## src/ufbt_pkg.sv

```systemverilog
// Constants, register map and types for the fractional rate generator and transmitter.
package ufbt_pkg;

   // ==========================================================
   // Register byte addresses
   localparam logic [7:0] UFBT_ADDR_HOLDING = 8'h00;
   localparam logic [7:0] UFBT_ADDR_DIV_LOW = 8'h04;
   localparam logic [7:0] UFBT_ADDR_DIV_HIGH = 8'h08;
   localparam logic [7:0] UFBT_ADDR_FRACTION = 8'h0c;
   localparam logic [7:0] UFBT_ADDR_LINE_CTL = 8'h10;
   localparam logic [7:0] UFBT_ADDR_FIFO_CTL = 8'h14;
   localparam logic [7:0] UFBT_ADDR_MODEM_CTL = 8'h18;
   localparam logic [7:0] UFBT_ADDR_LINE_STATUS = 8'h1c;

   // ==========================================================
   // Reset values
   localparam logic [7:0] UFBT_RST_DIV_LOW = 8'h01;
   localparam logic [7:0] UFBT_RST_DIV_HIGH = 8'h00;
   localparam logic [5:0] UFBT_RST_FRACTION = 6'h00;
   localparam logic [7:0] UFBT_RST_LINE_CTL = 8'h03;
   localparam logic [7:0] UFBT_RST_MODEM_CTL = 8'h00;
   localparam logic UFBT_RST_FIFO_EN = 1'b0;

   // ==========================================================
   // Field positions
   localparam int UFBT_MCR_PRESCALE_BIT = 7;
   localparam int UFBT_FCR_FIFO_EN_BIT = 0;
   localparam int UFBT_LSR_HOLD_EMPTY_BIT = 5;
   localparam int UFBT_LSR_TX_EMPTY_BIT = 6;
   localparam int UFBT_FRAC_LSB = 0;
   localparam int UFBT_FRAC_MSB = 3;
   localparam int UFBT_RATIO_LSB = 4;
   localparam int UFBT_RATIO_MSB = 5;

   // ==========================================================
   // Sampling ratio codes and counts
   localparam logic [1:0] UFBT_RATIO_16X = 2'h0;
   localparam logic [1:0] UFBT_RATIO_8X = 2'h1;
   localparam logic [1:0] UFBT_RATIO_4X = 2'h2;
   localparam logic [4:0] UFBT_CLKS_16X = 5'h10;
   localparam logic [4:0] UFBT_CLKS_8X = 5'h08;
   localparam logic [4:0] UFBT_CLKS_4X = 5'h04;
   localparam logic [1:0] UFBT_PRESCALE_LAST = 2'h3;

   // ==========================================================
   // FIFO geometry
   localparam int UFBT_FIFO_DEPTH = 32;
   localparam int UFBT_PTR_W = 5;
   localparam logic [5:0] UFBT_FIFO_CAP = 6'h20;
   localparam logic [5:0] UFBT_HOLD_CAP = 6'h01;
   localparam logic [2:0] UFBT_MIN_DATA_BITS = 3'h5;

   // ==========================================================
   // Types
   typedef struct packed {
      logic [2:0] unused;
      logic even_parity;
      logic parity_en;
      logic two_stop;
      logic [1:0] word_len;
   } ufbt_line_ctl_t;

   typedef enum logic [2:0] {
      TX_IDLE,
      TX_LOAD,
      TX_START,
      TX_DATA,
      TX_PARITY,
      TX_STOP
   } ufbt_tx_state_t;

   function automatic logic [4:0] ufbt_ratio(input logic [1:0] sel);
      logic [4:0] clks;
      clks = UFBT_CLKS_16X;
      case (sel)
         UFBT_RATIO_8X: clks = UFBT_CLKS_8X;
         UFBT_RATIO_4X: clks = UFBT_CLKS_4X;
         default: clks = UFBT_CLKS_16X;
      endcase
      return clks;
   endfunction

endpackage

```

## src/ufbt_mem.sv

```systemverilog
// Transmit FIFO storage with a registered read port.
`timescale 1ns/1ps
module ufbt_mem
(
   input wire logic clk_i,
   input wire logic wr_en_i,
   input wire logic [ufbt_pkg::UFBT_PTR_W-1:0] wr_addr_i,
   input wire logic [7:0] wr_data_i,
   input wire logic rd_en_i,
   input wire logic [ufbt_pkg::UFBT_PTR_W-1:0] rd_addr_i,
   output logic [7:0] rd_data_o
);
   import ufbt_pkg::*;

   logic [7:0] store [UFBT_FIFO_DEPTH];

   always_ff @(posedge clk_i)
   begin
      if (wr_en_i)
      begin
         store[wr_addr_i] <= wr_data_i;
      end
   end

   // Read data is held until the next read so the consumer may take it late.
   always_ff @(posedge clk_i)
   begin
      if (rd_en_i)
      begin
         rd_data_o <= store[rd_addr_i];
      end
   end

endmodule

```

## src/ufbt_top.sv

```systemverilog
// Fractional rate generator and serial transmit path with a Wishbone register slave.
`timescale 1ns/1ps
module ufbt_top
(
   input wire logic clk_i,
   input wire logic rst_i,
   input wire logic cyc_i,
   input wire logic stb_i,
   input wire logic we_i,
   input wire logic [7:0] adr_i,
   input wire logic [3:0] sel_i,
   input wire logic [31:0] dat_i,
   output logic [31:0] dat_o,
   output logic ack_o,
   output logic txd_o,
   output logic sample_tick_o
);
   import ufbt_pkg::*;

   // ==========================================================
   // Register bus slave
   logic [7:0] divisor_low_byte;
   logic [7:0] divisor_high_byte;
   logic [5:0] divisor_fraction_and_sampling;
   ufbt_line_ctl_t line_ctl;
   logic fifo_en;
   logic [7:0] modem_control_reg;
   logic [7:0] line_status_reg;
   logic [31:0] next_dat;
   logic req;
   logic wr_take;
   logic wr_lane0;
   logic flush;
   logic push;
   logic pop;
   logic hold_empty;
   logic tx_empty;
   logic [5:0] fill;
   logic [5:0] cap;
   ufbt_tx_state_t state;

   assign req = cyc_i && stb_i;
   // A write lands on the edge where the master sees ack high.
   assign wr_take = req && we_i && ack_o;
   assign wr_lane0 = wr_take && sel_i[0];

   always_ff @(posedge clk_i)
   begin
      if (rst_i)
      begin
         ack_o <= 1'b0;
      end
      else
      begin
         ack_o <= req && !ack_o;
      end
   end

   always_ff @(posedge clk_i)
   begin
      if (rst_i)
      begin
         dat_o <= 32'h0;
      end
      else if (req && !ack_o)
      begin
         dat_o <= we_i ? 32'h0 : next_dat;
      end
   end

   always_comb
   begin
      next_dat = 32'h0;
      case (adr_i)
         UFBT_ADDR_DIV_LOW: next_dat = {24'h0, divisor_low_byte};
         UFBT_ADDR_DIV_HIGH: next_dat = {24'h0, divisor_high_byte};
         UFBT_ADDR_FRACTION: next_dat = {26'h0, divisor_fraction_and_sampling};
         UFBT_ADDR_LINE_CTL: next_dat = {24'h0, line_ctl};
         UFBT_ADDR_FIFO_CTL: next_dat = {31'h0, fifo_en};
         UFBT_ADDR_MODEM_CTL: next_dat = {24'h0, modem_control_reg};
         UFBT_ADDR_LINE_STATUS: next_dat = {24'h0, line_status_reg};
         default: next_dat = 32'h0;
      endcase
   end

   always_ff @(posedge clk_i)
   begin
      if (rst_i)
      begin
         divisor_low_byte <= UFBT_RST_DIV_LOW;
         divisor_high_byte <= UFBT_RST_DIV_HIGH;
         divisor_fraction_and_sampling <= UFBT_RST_FRACTION;
      end
      else if (wr_lane0)
      begin
         if (adr_i == UFBT_ADDR_DIV_LOW)
         begin
            divisor_low_byte <= dat_i[7:0];
         end
         if (adr_i == UFBT_ADDR_DIV_HIGH)
         begin
            divisor_high_byte <= dat_i[7:0];
         end
         if (adr_i == UFBT_ADDR_FRACTION)
         begin
            divisor_fraction_and_sampling <= dat_i[UFBT_RATIO_MSB:0];
         end
      end
   end

   always_ff @(posedge clk_i)
   begin
      if (rst_i)
      begin
         line_ctl <= UFBT_RST_LINE_CTL;
         modem_control_reg <= UFBT_RST_MODEM_CTL;
         fifo_en <= UFBT_RST_FIFO_EN;
      end
      else if (wr_lane0)
      begin
         if (adr_i == UFBT_ADDR_LINE_CTL)
         begin
            line_ctl <= {3'h0, dat_i[4:0]};
         end
         if (adr_i == UFBT_ADDR_MODEM_CTL)
         begin
            modem_control_reg <= dat_i[7:0];
         end
         if (adr_i == UFBT_ADDR_FIFO_CTL)
         begin
            fifo_en <= dat_i[UFBT_FCR_FIFO_EN_BIT];
         end
      end
   end

   // Changing FIFO mode discards queued bytes; mixing the two depths would corrupt order.
   assign flush = wr_lane0 && (adr_i == UFBT_ADDR_FIFO_CTL)
      && (dat_i[UFBT_FCR_FIFO_EN_BIT] != fifo_en);

   // ==========================================================
   // Prescaler and rate generator
   logic [1:0] pre_cnt;
   logic pre_tick;
   logic [15:0] int_div;
   logic [15:0] eff_div;
   logic [3:0] frac;
   logic [3:0] frac_acc;
   logic extra;
   logic [16:0] brg_cnt;
   logic [16:0] period_last;
   logic [4:0] frac_sum;
   logic samp_tick;

   always_ff @(posedge clk_i)
   begin
      if (rst_i)
      begin
         pre_cnt <= 2'h0;
      end
      else
      begin
         pre_cnt <= pre_cnt + 2'h1;
      end
   end

   assign pre_tick = modem_control_reg[UFBT_MCR_PRESCALE_BIT] ?
      (pre_cnt == UFBT_PRESCALE_LAST) : 1'b1;

   assign int_div = {divisor_high_byte, divisor_low_byte};
   assign frac = divisor_fraction_and_sampling[UFBT_FRAC_MSB:UFBT_FRAC_LSB];
   // A zero integer divisor is run as one so the generator never stalls.
   assign eff_div = (int_div == 16'h0) ? 16'h1 : int_div;
   assign period_last = {1'b0, eff_div} - 17'h1 + {16'h0, extra};
   assign samp_tick = pre_tick && (brg_cnt >= period_last);
   assign frac_sum = {1'b0, frac_acc} + {1'b0, frac};
   assign sample_tick_o = samp_tick;

   always_ff @(posedge clk_i)
   begin
      if (rst_i)
      begin
         brg_cnt <= 17'h0;
         frac_acc <= 4'h0;
         extra <= 1'b0;
      end
      else if (samp_tick)
      begin
         brg_cnt <= 17'h0;
         frac_acc <= frac_sum[3:0];
         extra <= frac_sum[4];
      end
      else if (pre_tick)
      begin
         brg_cnt <= brg_cnt + 17'h1;
      end
   end

   // ==========================================================
   // Holding register and transmit FIFO
   logic [UFBT_PTR_W-1:0] wptr;
   logic [UFBT_PTR_W-1:0] rptr;
   logic [7:0] rd_byte;

   assign cap = fifo_en ? UFBT_FIFO_CAP : UFBT_HOLD_CAP;
   assign push = wr_lane0 && (adr_i == UFBT_ADDR_HOLDING) && (fill < cap) && !flush;
   assign pop = (state == TX_IDLE) && (fill != 6'h0) && !flush;

   always_ff @(posedge clk_i)
   begin
      if (rst_i || flush)
      begin
         wptr <= '0;
         rptr <= '0;
         fill <= 6'h0;
      end
      else
      begin
         if (push)
         begin
            wptr <= wptr + 5'h1;
         end
         if (pop)
         begin
            rptr <= rptr + 5'h1;
         end
         if (push && !pop)
         begin
            fill <= fill + 6'h1;
         end
         else if (pop && !push)
         begin
            fill <= fill - 6'h1;
         end
      end
   end

   ufbt_mem u_mem
   (
      .clk_i(clk_i),
      .wr_en_i(push),
      .wr_addr_i(wptr),
      .wr_data_i(dat_i[7:0]),
      .rd_en_i(pop),
      .rd_addr_i(rptr),
      .rd_data_o(rd_byte)
   );

   assign hold_empty = (fill == 6'h0);
   assign tx_empty = hold_empty && (state == TX_IDLE);
   // status in bits 5 and 6
   always_comb
   begin
      line_status_reg = 8'h0;
      line_status_reg[UFBT_LSR_HOLD_EMPTY_BIT] = hold_empty;
      line_status_reg[UFBT_LSR_TX_EMPTY_BIT] = tx_empty;
   end

   // ==========================================================
   // Transmit shifter
   logic [7:0] transmit_shifter;
   logic [3:0] sub;
   logic [3:0] ratio_last;
   logic [2:0] bits_left;
   logic parity;
   logic bit_end;

   assign ratio_last = 4'(ufbt_ratio(
      divisor_fraction_and_sampling[UFBT_RATIO_MSB:UFBT_RATIO_LSB]) - 5'h1);
   assign bit_end = samp_tick && (sub >= ratio_last);

   always_ff @(posedge clk_i)
   begin
      if (rst_i)
      begin
         sub <= 4'h0;
      end
      else if (state == TX_IDLE || state == TX_LOAD || bit_end)
      begin
         sub <= 4'h0;
      end
      else if (samp_tick)
      begin
         sub <= sub + 4'h1;
      end
   end

   always_ff @(posedge clk_i)
   begin
      if (rst_i)
      begin
         state <= TX_IDLE;
         txd_o <= 1'b1;
         transmit_shifter <= 8'h0;
         bits_left <= 3'h0;
         parity <= 1'b0;
      end
      else
      begin
         case (state)
            TX_IDLE:
            begin
               txd_o <= 1'b1;
               if (pop)
               begin
                  state <= TX_LOAD;
               end
            end
            TX_LOAD:
            begin
               if (samp_tick)
               begin
                  transmit_shifter <= rd_byte;
                  txd_o <= 1'b0;
                  bits_left <= UFBT_MIN_DATA_BITS + {1'b0, line_ctl.word_len} - 3'h1;
                  state <= TX_START;
               end
            end
            TX_START:
            begin
               if (bit_end)
               begin
                  txd_o <= transmit_shifter[0];
                  parity <= transmit_shifter[0];
                  transmit_shifter <= {1'b0, transmit_shifter[7:1]};
                  state <= TX_DATA;
               end
            end
            TX_DATA:
            begin
               if (bit_end)
               begin
                  if (bits_left != 3'h0)
                  begin
                     txd_o <= transmit_shifter[0];
                     parity <= parity ^ transmit_shifter[0];
                     transmit_shifter <= {1'b0, transmit_shifter[7:1]};
                     bits_left <= bits_left - 3'h1;
                  end
                  else
                  begin
                     bits_left <= {2'h0, line_ctl.two_stop};
                     if (line_ctl.parity_en)
                     begin
                        txd_o <= line_ctl.even_parity ? parity : !parity;
                        state <= TX_PARITY;
                     end
                     else
                     begin
                        txd_o <= 1'b1;
                        state <= TX_STOP;
                     end
                  end
               end
            end
            TX_PARITY:
            begin
               if (bit_end)
               begin
                  txd_o <= 1'b1;
                  state <= TX_STOP;
               end
            end
            TX_STOP:
            begin
               if (bit_end)
               begin
                  if (bits_left == 3'h0)
                  begin
                     state <= TX_IDLE;
                  end
                  else
                  begin
                     bits_left <= bits_left - 3'h1;
                  end
               end
            end
            default:
            begin
               state <= TX_IDLE;
               txd_o <= 1'b1;
            end
         endcase
      end
   end

   // ==========================================================
   // Assertions
   logic [4:0] bit_ticks;

   always_ff @(posedge clk_i)
   begin
      if (rst_i || bit_end)
      begin
         bit_ticks <= 5'h0;
      end
      else if (samp_tick && state != TX_IDLE && state != TX_LOAD)
      begin
         bit_ticks <= bit_ticks + 5'h1;
      end
   end

   property p_reset_div;
      @(posedge clk_i) $past(rst_i) |-> (int_div == 16'h1 && frac == 4'h0);
   endproperty
   a_reset_div: assert property (p_reset_div) else $error("divisor not one after reset");

   property p_prescale;
      @(posedge clk_i) disable iff (rst_i)
         (modem_control_reg[UFBT_MCR_PRESCALE_BIT] && pre_tick) [*1] ##1
         modem_control_reg[UFBT_MCR_PRESCALE_BIT] [*3] |-> !$past(pre_tick);
   endproperty
   a_prescale: assert property (p_prescale) else $error("prescaler ticks too often");

   property p_bit_len;
      @(posedge clk_i) disable iff (rst_i)
         (bit_end && state != TX_LOAD && state != TX_IDLE) |-> (bit_ticks == 5'(ratio_last));
   endproperty
   a_bit_len: assert property (p_bit_len) else $error("bit time wrong length");

   property p_idle_high;
      @(posedge clk_i) disable iff (rst_i) (state == TX_IDLE) |=> txd_o;
   endproperty
   a_idle_high: assert property (p_idle_high) else $error("line not idle high");

   property p_start_low;
      @(posedge clk_i) disable iff (rst_i) (state == TX_START) |-> !txd_o;
   endproperty
   a_start_low: assert property (p_start_low) else $error("start bit not low");

   property p_first_bit;
      @(posedge clk_i) disable iff (rst_i)
         (state == TX_START && bit_end) |=> (txd_o == $past(transmit_shifter[0]));
   endproperty
   a_first_bit: assert property (p_first_bit) else $error("first data bit not bit zero");

   property p_holding_read;
      @(posedge clk_i) disable iff (rst_i)
         (ack_o && !we_i && adr_i == UFBT_ADDR_HOLDING) |-> (dat_o == 32'h0);
   endproperty
   a_holding_read: assert property (p_holding_read) else $error("holding read not zero");

   property p_push_ptr;
      @(posedge clk_i) disable iff (rst_i)
         push |=> (wptr == $past(wptr) + 5'h1) && !hold_empty;
   endproperty
   a_push_ptr: assert property (p_push_ptr) else $error("write pointer not advanced");

   property p_fill_cap;
      @(posedge clk_i) disable iff (rst_i) fill <= cap;
   endproperty
   a_fill_cap: assert property (p_fill_cap) else $error("queue exceeds depth");

   property p_tx_empty;
      @(posedge clk_i) disable iff (rst_i)
         line_status_reg[UFBT_LSR_TX_EMPTY_BIT] |-> line_status_reg[UFBT_LSR_HOLD_EMPTY_BIT]
            && state == TX_IDLE;
   endproperty
   a_tx_empty: assert property (p_tx_empty) else $error("tx empty while busy");

   property p_load_empty;
      @(posedge clk_i) disable iff (rst_i)
         (!fifo_en && pop && !push) |=> line_status_reg[UFBT_LSR_HOLD_EMPTY_BIT];
   endproperty
   a_load_empty: assert property (p_load_empty) else $error("holding empty not set");

   c_char_sent: cover property (@(posedge clk_i) disable iff (rst_i)
      state == TX_STOP ##1 state == TX_IDLE);
   c_fifo_full: cover property (@(posedge clk_i) disable iff (rst_i) fill == UFBT_FIFO_CAP);
   c_parity: cover property (@(posedge clk_i) disable iff (rst_i) state == TX_PARITY);
   c_fraction: cover property (@(posedge clk_i) disable iff (rst_i) samp_tick && extra);

endmodule

```

## config.mk

```make
export PLATFORM = sky130hd
export DESIGN_NAME = ufbt_top
export DESIGN_NICKNAME = d
export VERILOG_FILES = /design/src/ufbt_pkg.sv /design/src/ufbt_mem.sv /design/src/ufbt_top.sv
export SDC_FILE = /design/constraint.sdc
export NUM_CORES = 1
export LEC_CHECK = 0
export ABC_CLOCK_PERIOD_IN_PS = 5700
export BUFFER_PORTS_ARGS = -buffer_cell sky130_fd_sc_hd__buf_4
export CAP_MARGIN = 20
export CORE_MARGIN = 2
export CORE_UTILIZATION = 49
export DETAILED_ROUTE_END_ITERATION = 8
export PLACE_DENSITY = 0.78
export SYNTH_ARGS = -nofsm -noshare
export SYNTH_HDL_FRONTEND = slang
export SYNTH_SLANG_ARGS = --single-unit
```

## constraint.sdc

```tcl
create_clock -name clk_i -period 5.7 [get_ports clk_i]
set_clock_uncertainty 0.1 [all_clocks]
set_input_delay 1.71 -clock clk_i [delete_from_list [all_inputs] [get_ports clk_i]]
set_output_delay 1.71 -clock clk_i [all_outputs]
set_load 0.005 [all_outputs]
```

Word level (Yosys, flattened, before mapping)
Memories as Yosys holds them, arrays and structs flattened. A register that Yosys moved wholly into a read port is not among the register bits. Index checks and enable logic that the tools add are counted.

Add/sub/neg operators: 14. Equal/unequal tests: 26. Shifts and indexed selects: 0. Div/mod/pow operators: 0. Bitwise operators: 2. $mul: 0. Reductions and logical operators: 49. Mux-type cells: 42. Order comparisons: 3.

Operators with widths (number): 8-bit case mux with 7 select lines (1); 3-bit 2-to-1 mux (13); 8-bit by 5-bit == test with 1-bit output (second input constant) (4); 32-bit 2-to-1 mux (1); 8-bit 2-to-1 mux (4); 8-bit case mux with 3 select lines (1); 2-bit inequality test (second input constant) (10); 6-bit 2-to-1 mux (3); 3-bit case mux with 6 select lines (1); 17-bit by 1-bit adder with 17-bit output (1); 17-bit by 1-bit adder with 17-bit output (second input constant) (1); 17-bit greater-or-equal comparator (1); 1-bit logical AND (17); 16-bit by 1-bit subtractor with 17-bit output (second input constant) (1); 8-bit by 4-bit == test with 1-bit output (second input constant) (2); 16-bit logical NOT (1); 16-bit 2-to-1 mux (1); 5-bit AND reduction (3); 1-bit 2-to-1 mux (13); 2-bit AND reduction (6); 5-bit by 1-bit adder with 5-bit output (second input constant) (2); 3-bit case mux with 3 select lines (1); 3-bit nonzero test (3); 8-bit by 3-bit == test with 1-bit output (second input constant) (1); 31 further kinds (44).

Bits in registers: 129. Bits in read-only memories: 0. Output and inout bits: 35. Memories: 1. RAM bits: 256. Bits in latches: 0. Word-level logic and storage cells: 161.

Memories: u_mem.store (depth 32, bits a word 8, read ports 1, clocked after Yosys merged registers in 1, wr ports 1, RTL line ufbt_mem.sv:15) `logic [7:0] store [UFBT_FIFO_DEPTH];`.

Depth between registers and ports, before layout
Word-level depth: 12. Gate-level depth with buffers: 20. Mapped depth without buffers: 19.

Hierarchy
A second synthesis with hierarchy kept.

Cell total of the unflattened synthesis: 1141. Area total of the unflattened synthesis: 16196.8 um2.

By module, submodules not included: ufbt_mem (area an instance 10133.5 um2, cells each 417, sequential area each 7927.6 um2, times used 1); ufbt_top (area an instance 6063.3 um2, cells each 724, sequential area each 2102.0 um2, times used 1).

Worst setup path after synthesis
No wires, ideal clock.

Path type: register -> output. Start point: register divisor_low_byte[7]. End point: output port sample_tick_o. Stages on the path, launching flop included: 18. Arrival: 3.916 ns. Path slack: -0.026 ns. Data required time: 3.890 ns. Path through: dfxtp_1 > or4_4 > or3_4 > or4_4 > nor2_1 > a31oi_1 > ha_1 > ha_1 > nand3b_1 > nor3_1 > xnor2_1 > ha_1 > nand2_1 > or3_1 > a21oi_1 > nor2_1 > inv_1 > clkbuf_1.

Cells in the longest elaborated chain, start to end: 6.

RTL lines: from (decl) (RTL line ufbt_top.sv:22) `logic [7:0] divisor_low_byte;`; from (signal assigned) (RTL line ufbt_top.sv:98) `divisor_low_byte <= dat_i[7:0];`; 16-bit logical NOT (RTL line ufbt_top.sv:172) `assign eff_div = (int_div == 16'h0) ? 16'h1 : int_div;`; 16-bit 2-to-1 mux * (RTL line ufbt_top.sv:172); 16-bit by 1-bit subtractor with 17-bit output * (RTL line ufbt_top.sv:173) `assign period_last = {1'b0, eff_div} - 17'h1 + {16'h0, extra};`; 17-bit by 1-bit adder with 17-bit output * (RTL line ufbt_top.sv:173); 17-bit greater-or-equal comparator * (RTL line ufbt_top.sv:174) `assign samp_tick = pre_tick && (brg_cnt >= period_last);`; 1-bit logical AND * (RTL line ufbt_top.sv:174); to (decl) (RTL line ufbt_top.sv:16) `output logic sample_tick_o`.

Every way passes the cells marked *; elsewhere a longest branch is shown, timed or not.

Worst setup path in the final report
Same ends and word-level chain as after synthesis.

==> results.yml <==
run_status:
  status: "finished, violations left"
  violations: "negative setup slack"
floorplanning:
  core_mm2: 0.0325
  die_area_mm2: 0.0343
  pin_count: 84
  chipHeight_um: 185
  fp.dieW_um: 185
  std_cell_rows: 66
  start_util_pct: 49.5
finish:
  largestRegisters: "u_mem.store: 256 flops, brg_cnt: 17 flops"
  mostFrequentLayoutCells: "edfxtp_1 (264), nor2_1 (114), dfxtp_1 (103)"
  fin_util_pct: 56.0
  final_common_cell: "edfxtp_1"
  largest_register: "u_mem.store"
  area_growth_pct: 13.1
  largest_reg_flops: 256
  num-fill-cells: 2466
  insertedDiodeCount: 0
  fin_nets: 1266
  drive_above_1_share_pct: 20.1
  final_cell_count_no_fill: 1643
hold_path:
  hold_start: "pre_cnt[0]$_SDFF_PP0_"
  hold_class: "reg -> reg"
yosys:
  syn_inst: 1126
  netlist_area_mm2: 0.0161
  yosys_register_bits: 369
  synthArstFlopShare_pct: 0
  ys_seq_area_share_pct: 62.4
  yosys_warnings: 0
  avgSynthCellArea_um2: 14.3
  synth-main-ff-cell: "edfxtp_1"
  synth_edf_count: 264
  synth_cell_types: 64
detailed_routing:
  drt.antenna.violating_nets: 0
  drt_pass1_iterations: 6
  first_iter_violations: 1082
  route.detailed.drc: 0
  vias: 9734
  avgRoutedWirePerCell_um: 21.1
  vias_per_cell: 5.92
  finalWirelength_um: 34700
global_routing:
  overflow: 0
  grtUsageTotal_pct: 20.5
  grt_pass1_wl_um: 53700
  grt_pass1_vias: 9613
  grt_max_degree: 63
  antenna_found_initial: 1
sta:
  hold_violations: 0
  rsz0062_at_grt: "yes"
  max_freq_mhz: 157
  finalCriticalPeriod_ns: 6.35
  setup_ws_ns: -0.655
  finalSetupTns_ns: -0.655
  whs_ns: 0.325
  slew_viol_final: 0
  slew_headroom_pct: 31.6
  finalSetupViolCount: 1
  worst_slew_pin_slew_ns: 1.03
  period_share_pct: 111
clock_network:
  cts_inserted_buffers: 37
  insertion_delay_ns: 0.54
  cts-root-buf: "clkbuf_16"
  clkTransAtPathRegs_ns: 0.06
  cts_hold_buf: 0
  cts.htree.levels: 2
  cts_tree: "yes"
  cts_buffer_depth: 3
  cts.sink_count: 369
critical_path:
  cp.arrival_ns: 4.54
  slowest_delay_ns: 0.54
  cp-start-kind: "flip-flop"
  slowest_stage: "or4_4"
  reg2reg_from: "divisor_low_byte[7]$_SDFFE_PP0P_"
  crit_chain: "or4_4 > or3_4 > or4_4 > nor2_4 > a31oi_1 > ha_2 > ha_1 > nand3b_1 > buf_4 > nor4_1 > xnor2_1 > ha_1 > and4_4 > a221oi_4 > nor2_2 > nor2_4 > inv_1 > buf_4"
  cp_max_fo: 4
  path_class: "reg -> out"
  required_ns: 3.89
  crit_start: "divisor_low_byte[7]$_SDFFE_PP0P_"
  path_delay_family: "simple AND/OR/NAND/NOR gates"
  path_buf_inv: 3
  setup.worst_path.end_class: "primary output"
pwr:
  power_per_cell_area_mw_per_mm2: 380
  peakVddDrop_mv: 0.275
  power.leakage_uw: 0.00610
  total_power_uw: 6900
placement:
  dp_cells: 1574
  io_buffers: 32
  dp_hpwl_um: 21300
  gp_congestion: 0.854
run:
  maxCapViolCount: 0
## what timing repair did
item                                    4_1_cts  5_1_grt
endpoints found under the setup margin        1        1
setup buffers                                 0        2
gates resized for setup                       5       12
pin swaps                                     6       11
## stage by stage
stage | area, um2 | setup slack, ns
floorplan | 16200 | 0.0405
global placement | 16800 | -0.240
detailed placement | 16800 | -0.267
CTS | 18100 | -0.637
global route | 18200 | -0.866
finish | 18200 | -0.655
## cell usage after synthesis, types with 3 or more instances
master | n | area share, %
a21o_1 | 9 | 0.42
buf_4 | 24 | 1.1
a32o_1 | 4 | 0.25
a22o_1 | 10 | 0.54
o221ai_1 | 3 | 0.16
a21oi_1 | 47 | 1.5
nand2b_1 | 6 | 0.23
inv_1 | 24 | 0.56
clkbuf_1 | 40 | 0.93
buf_2 | 9 | 0.28
dfxtp_1 | 105 | 13
and3_1 | 7 | 0.27
nor3_1 | 25 | 0.78
mux2i_1 | 34 | 2.1
o211ai_1 | 4 | 0.19
nand3_1 | 33 | 1.0
mux2_2 | 8 | 0.56
nand3b_1 | 3 | 0.14
nor2b_1 | 5 | 0.19
ha_1 | 42 | 3.3
a211oi_1 | 5 | 0.23
o21ai_0 | 18 | 0.56
or2_2 | 3 | 0.12
edfxtp_1 | 264 | 49
xor2_1 | 23 | 1.3
or3_1 | 7 | 0.27
a22oi_1 | 3 | 0.14
and2_1 | 5 | 0.19
nand4_1 | 12 | 0.47
nor2_1 | 118 | 2.8
xnor2_1 | 23 | 1.3
buf_1 | 7 | 0.16
a221o_1 | 4 | 0.25
mux4_2 | 80 | 11
nor4_1 | 5 | 0.19
a31o_2 | 9 | 0.49
nand2_1 | 61 | 1.4
## per-layer routing
layer	wire length [um]	GRT usage, %
met2	16600	33.6
met5	13	0
met3	2460	3.36
met1	14500	27.9
met4	1040	6.95
## final timing paths
path | to | slack (ns) | cells past startpoint
max | sample_tick_o | -0.65 | 18
min | pre_cnt[0]$_SDFF_PP0_ | 0.33 | 1
max reg2reg | sub[3]$_SDFFE_PP0P_ | 0.79 | 20
min reg2reg | pre_cnt[0]$_SDFF_PP0_ | 0.33 | 1
## final cells by class
type	instances	area, um2	area share [%]
sequential	369	10000	55.2
multi-input combinational	675	5710	31.4
clock buffer	45	966	5.31
tap	442	553	3.04
timing repair buffer	65	488	2.68
clock inverter	22	337	1.85
inverter	25	93.8	0.516
## cell families after synthesis
| kind of cell | synth area share [%] |
|---|---|
| compound gates | 5.70 |
| buf+inv | 3.08 |
| xor+xnor | 2.51 |
| simple gates | 8.88 |
| other cells | 0.0233 |
| flops | 62.4 |
| mux | 13.9 |
| fa+ha+maj | 3.52 |
## power by group
part	internal [uW]	total (uW)	leakage, uW	switching, uW
Combinational	587	1180	0.00224	590
Clock	1550	2580	0.000630	1040
Sequential	2990	3140	0.00323	159
Total	5120	6900	0.00610	1790
No activity file was read; power rests on OpenSTA's default activity.
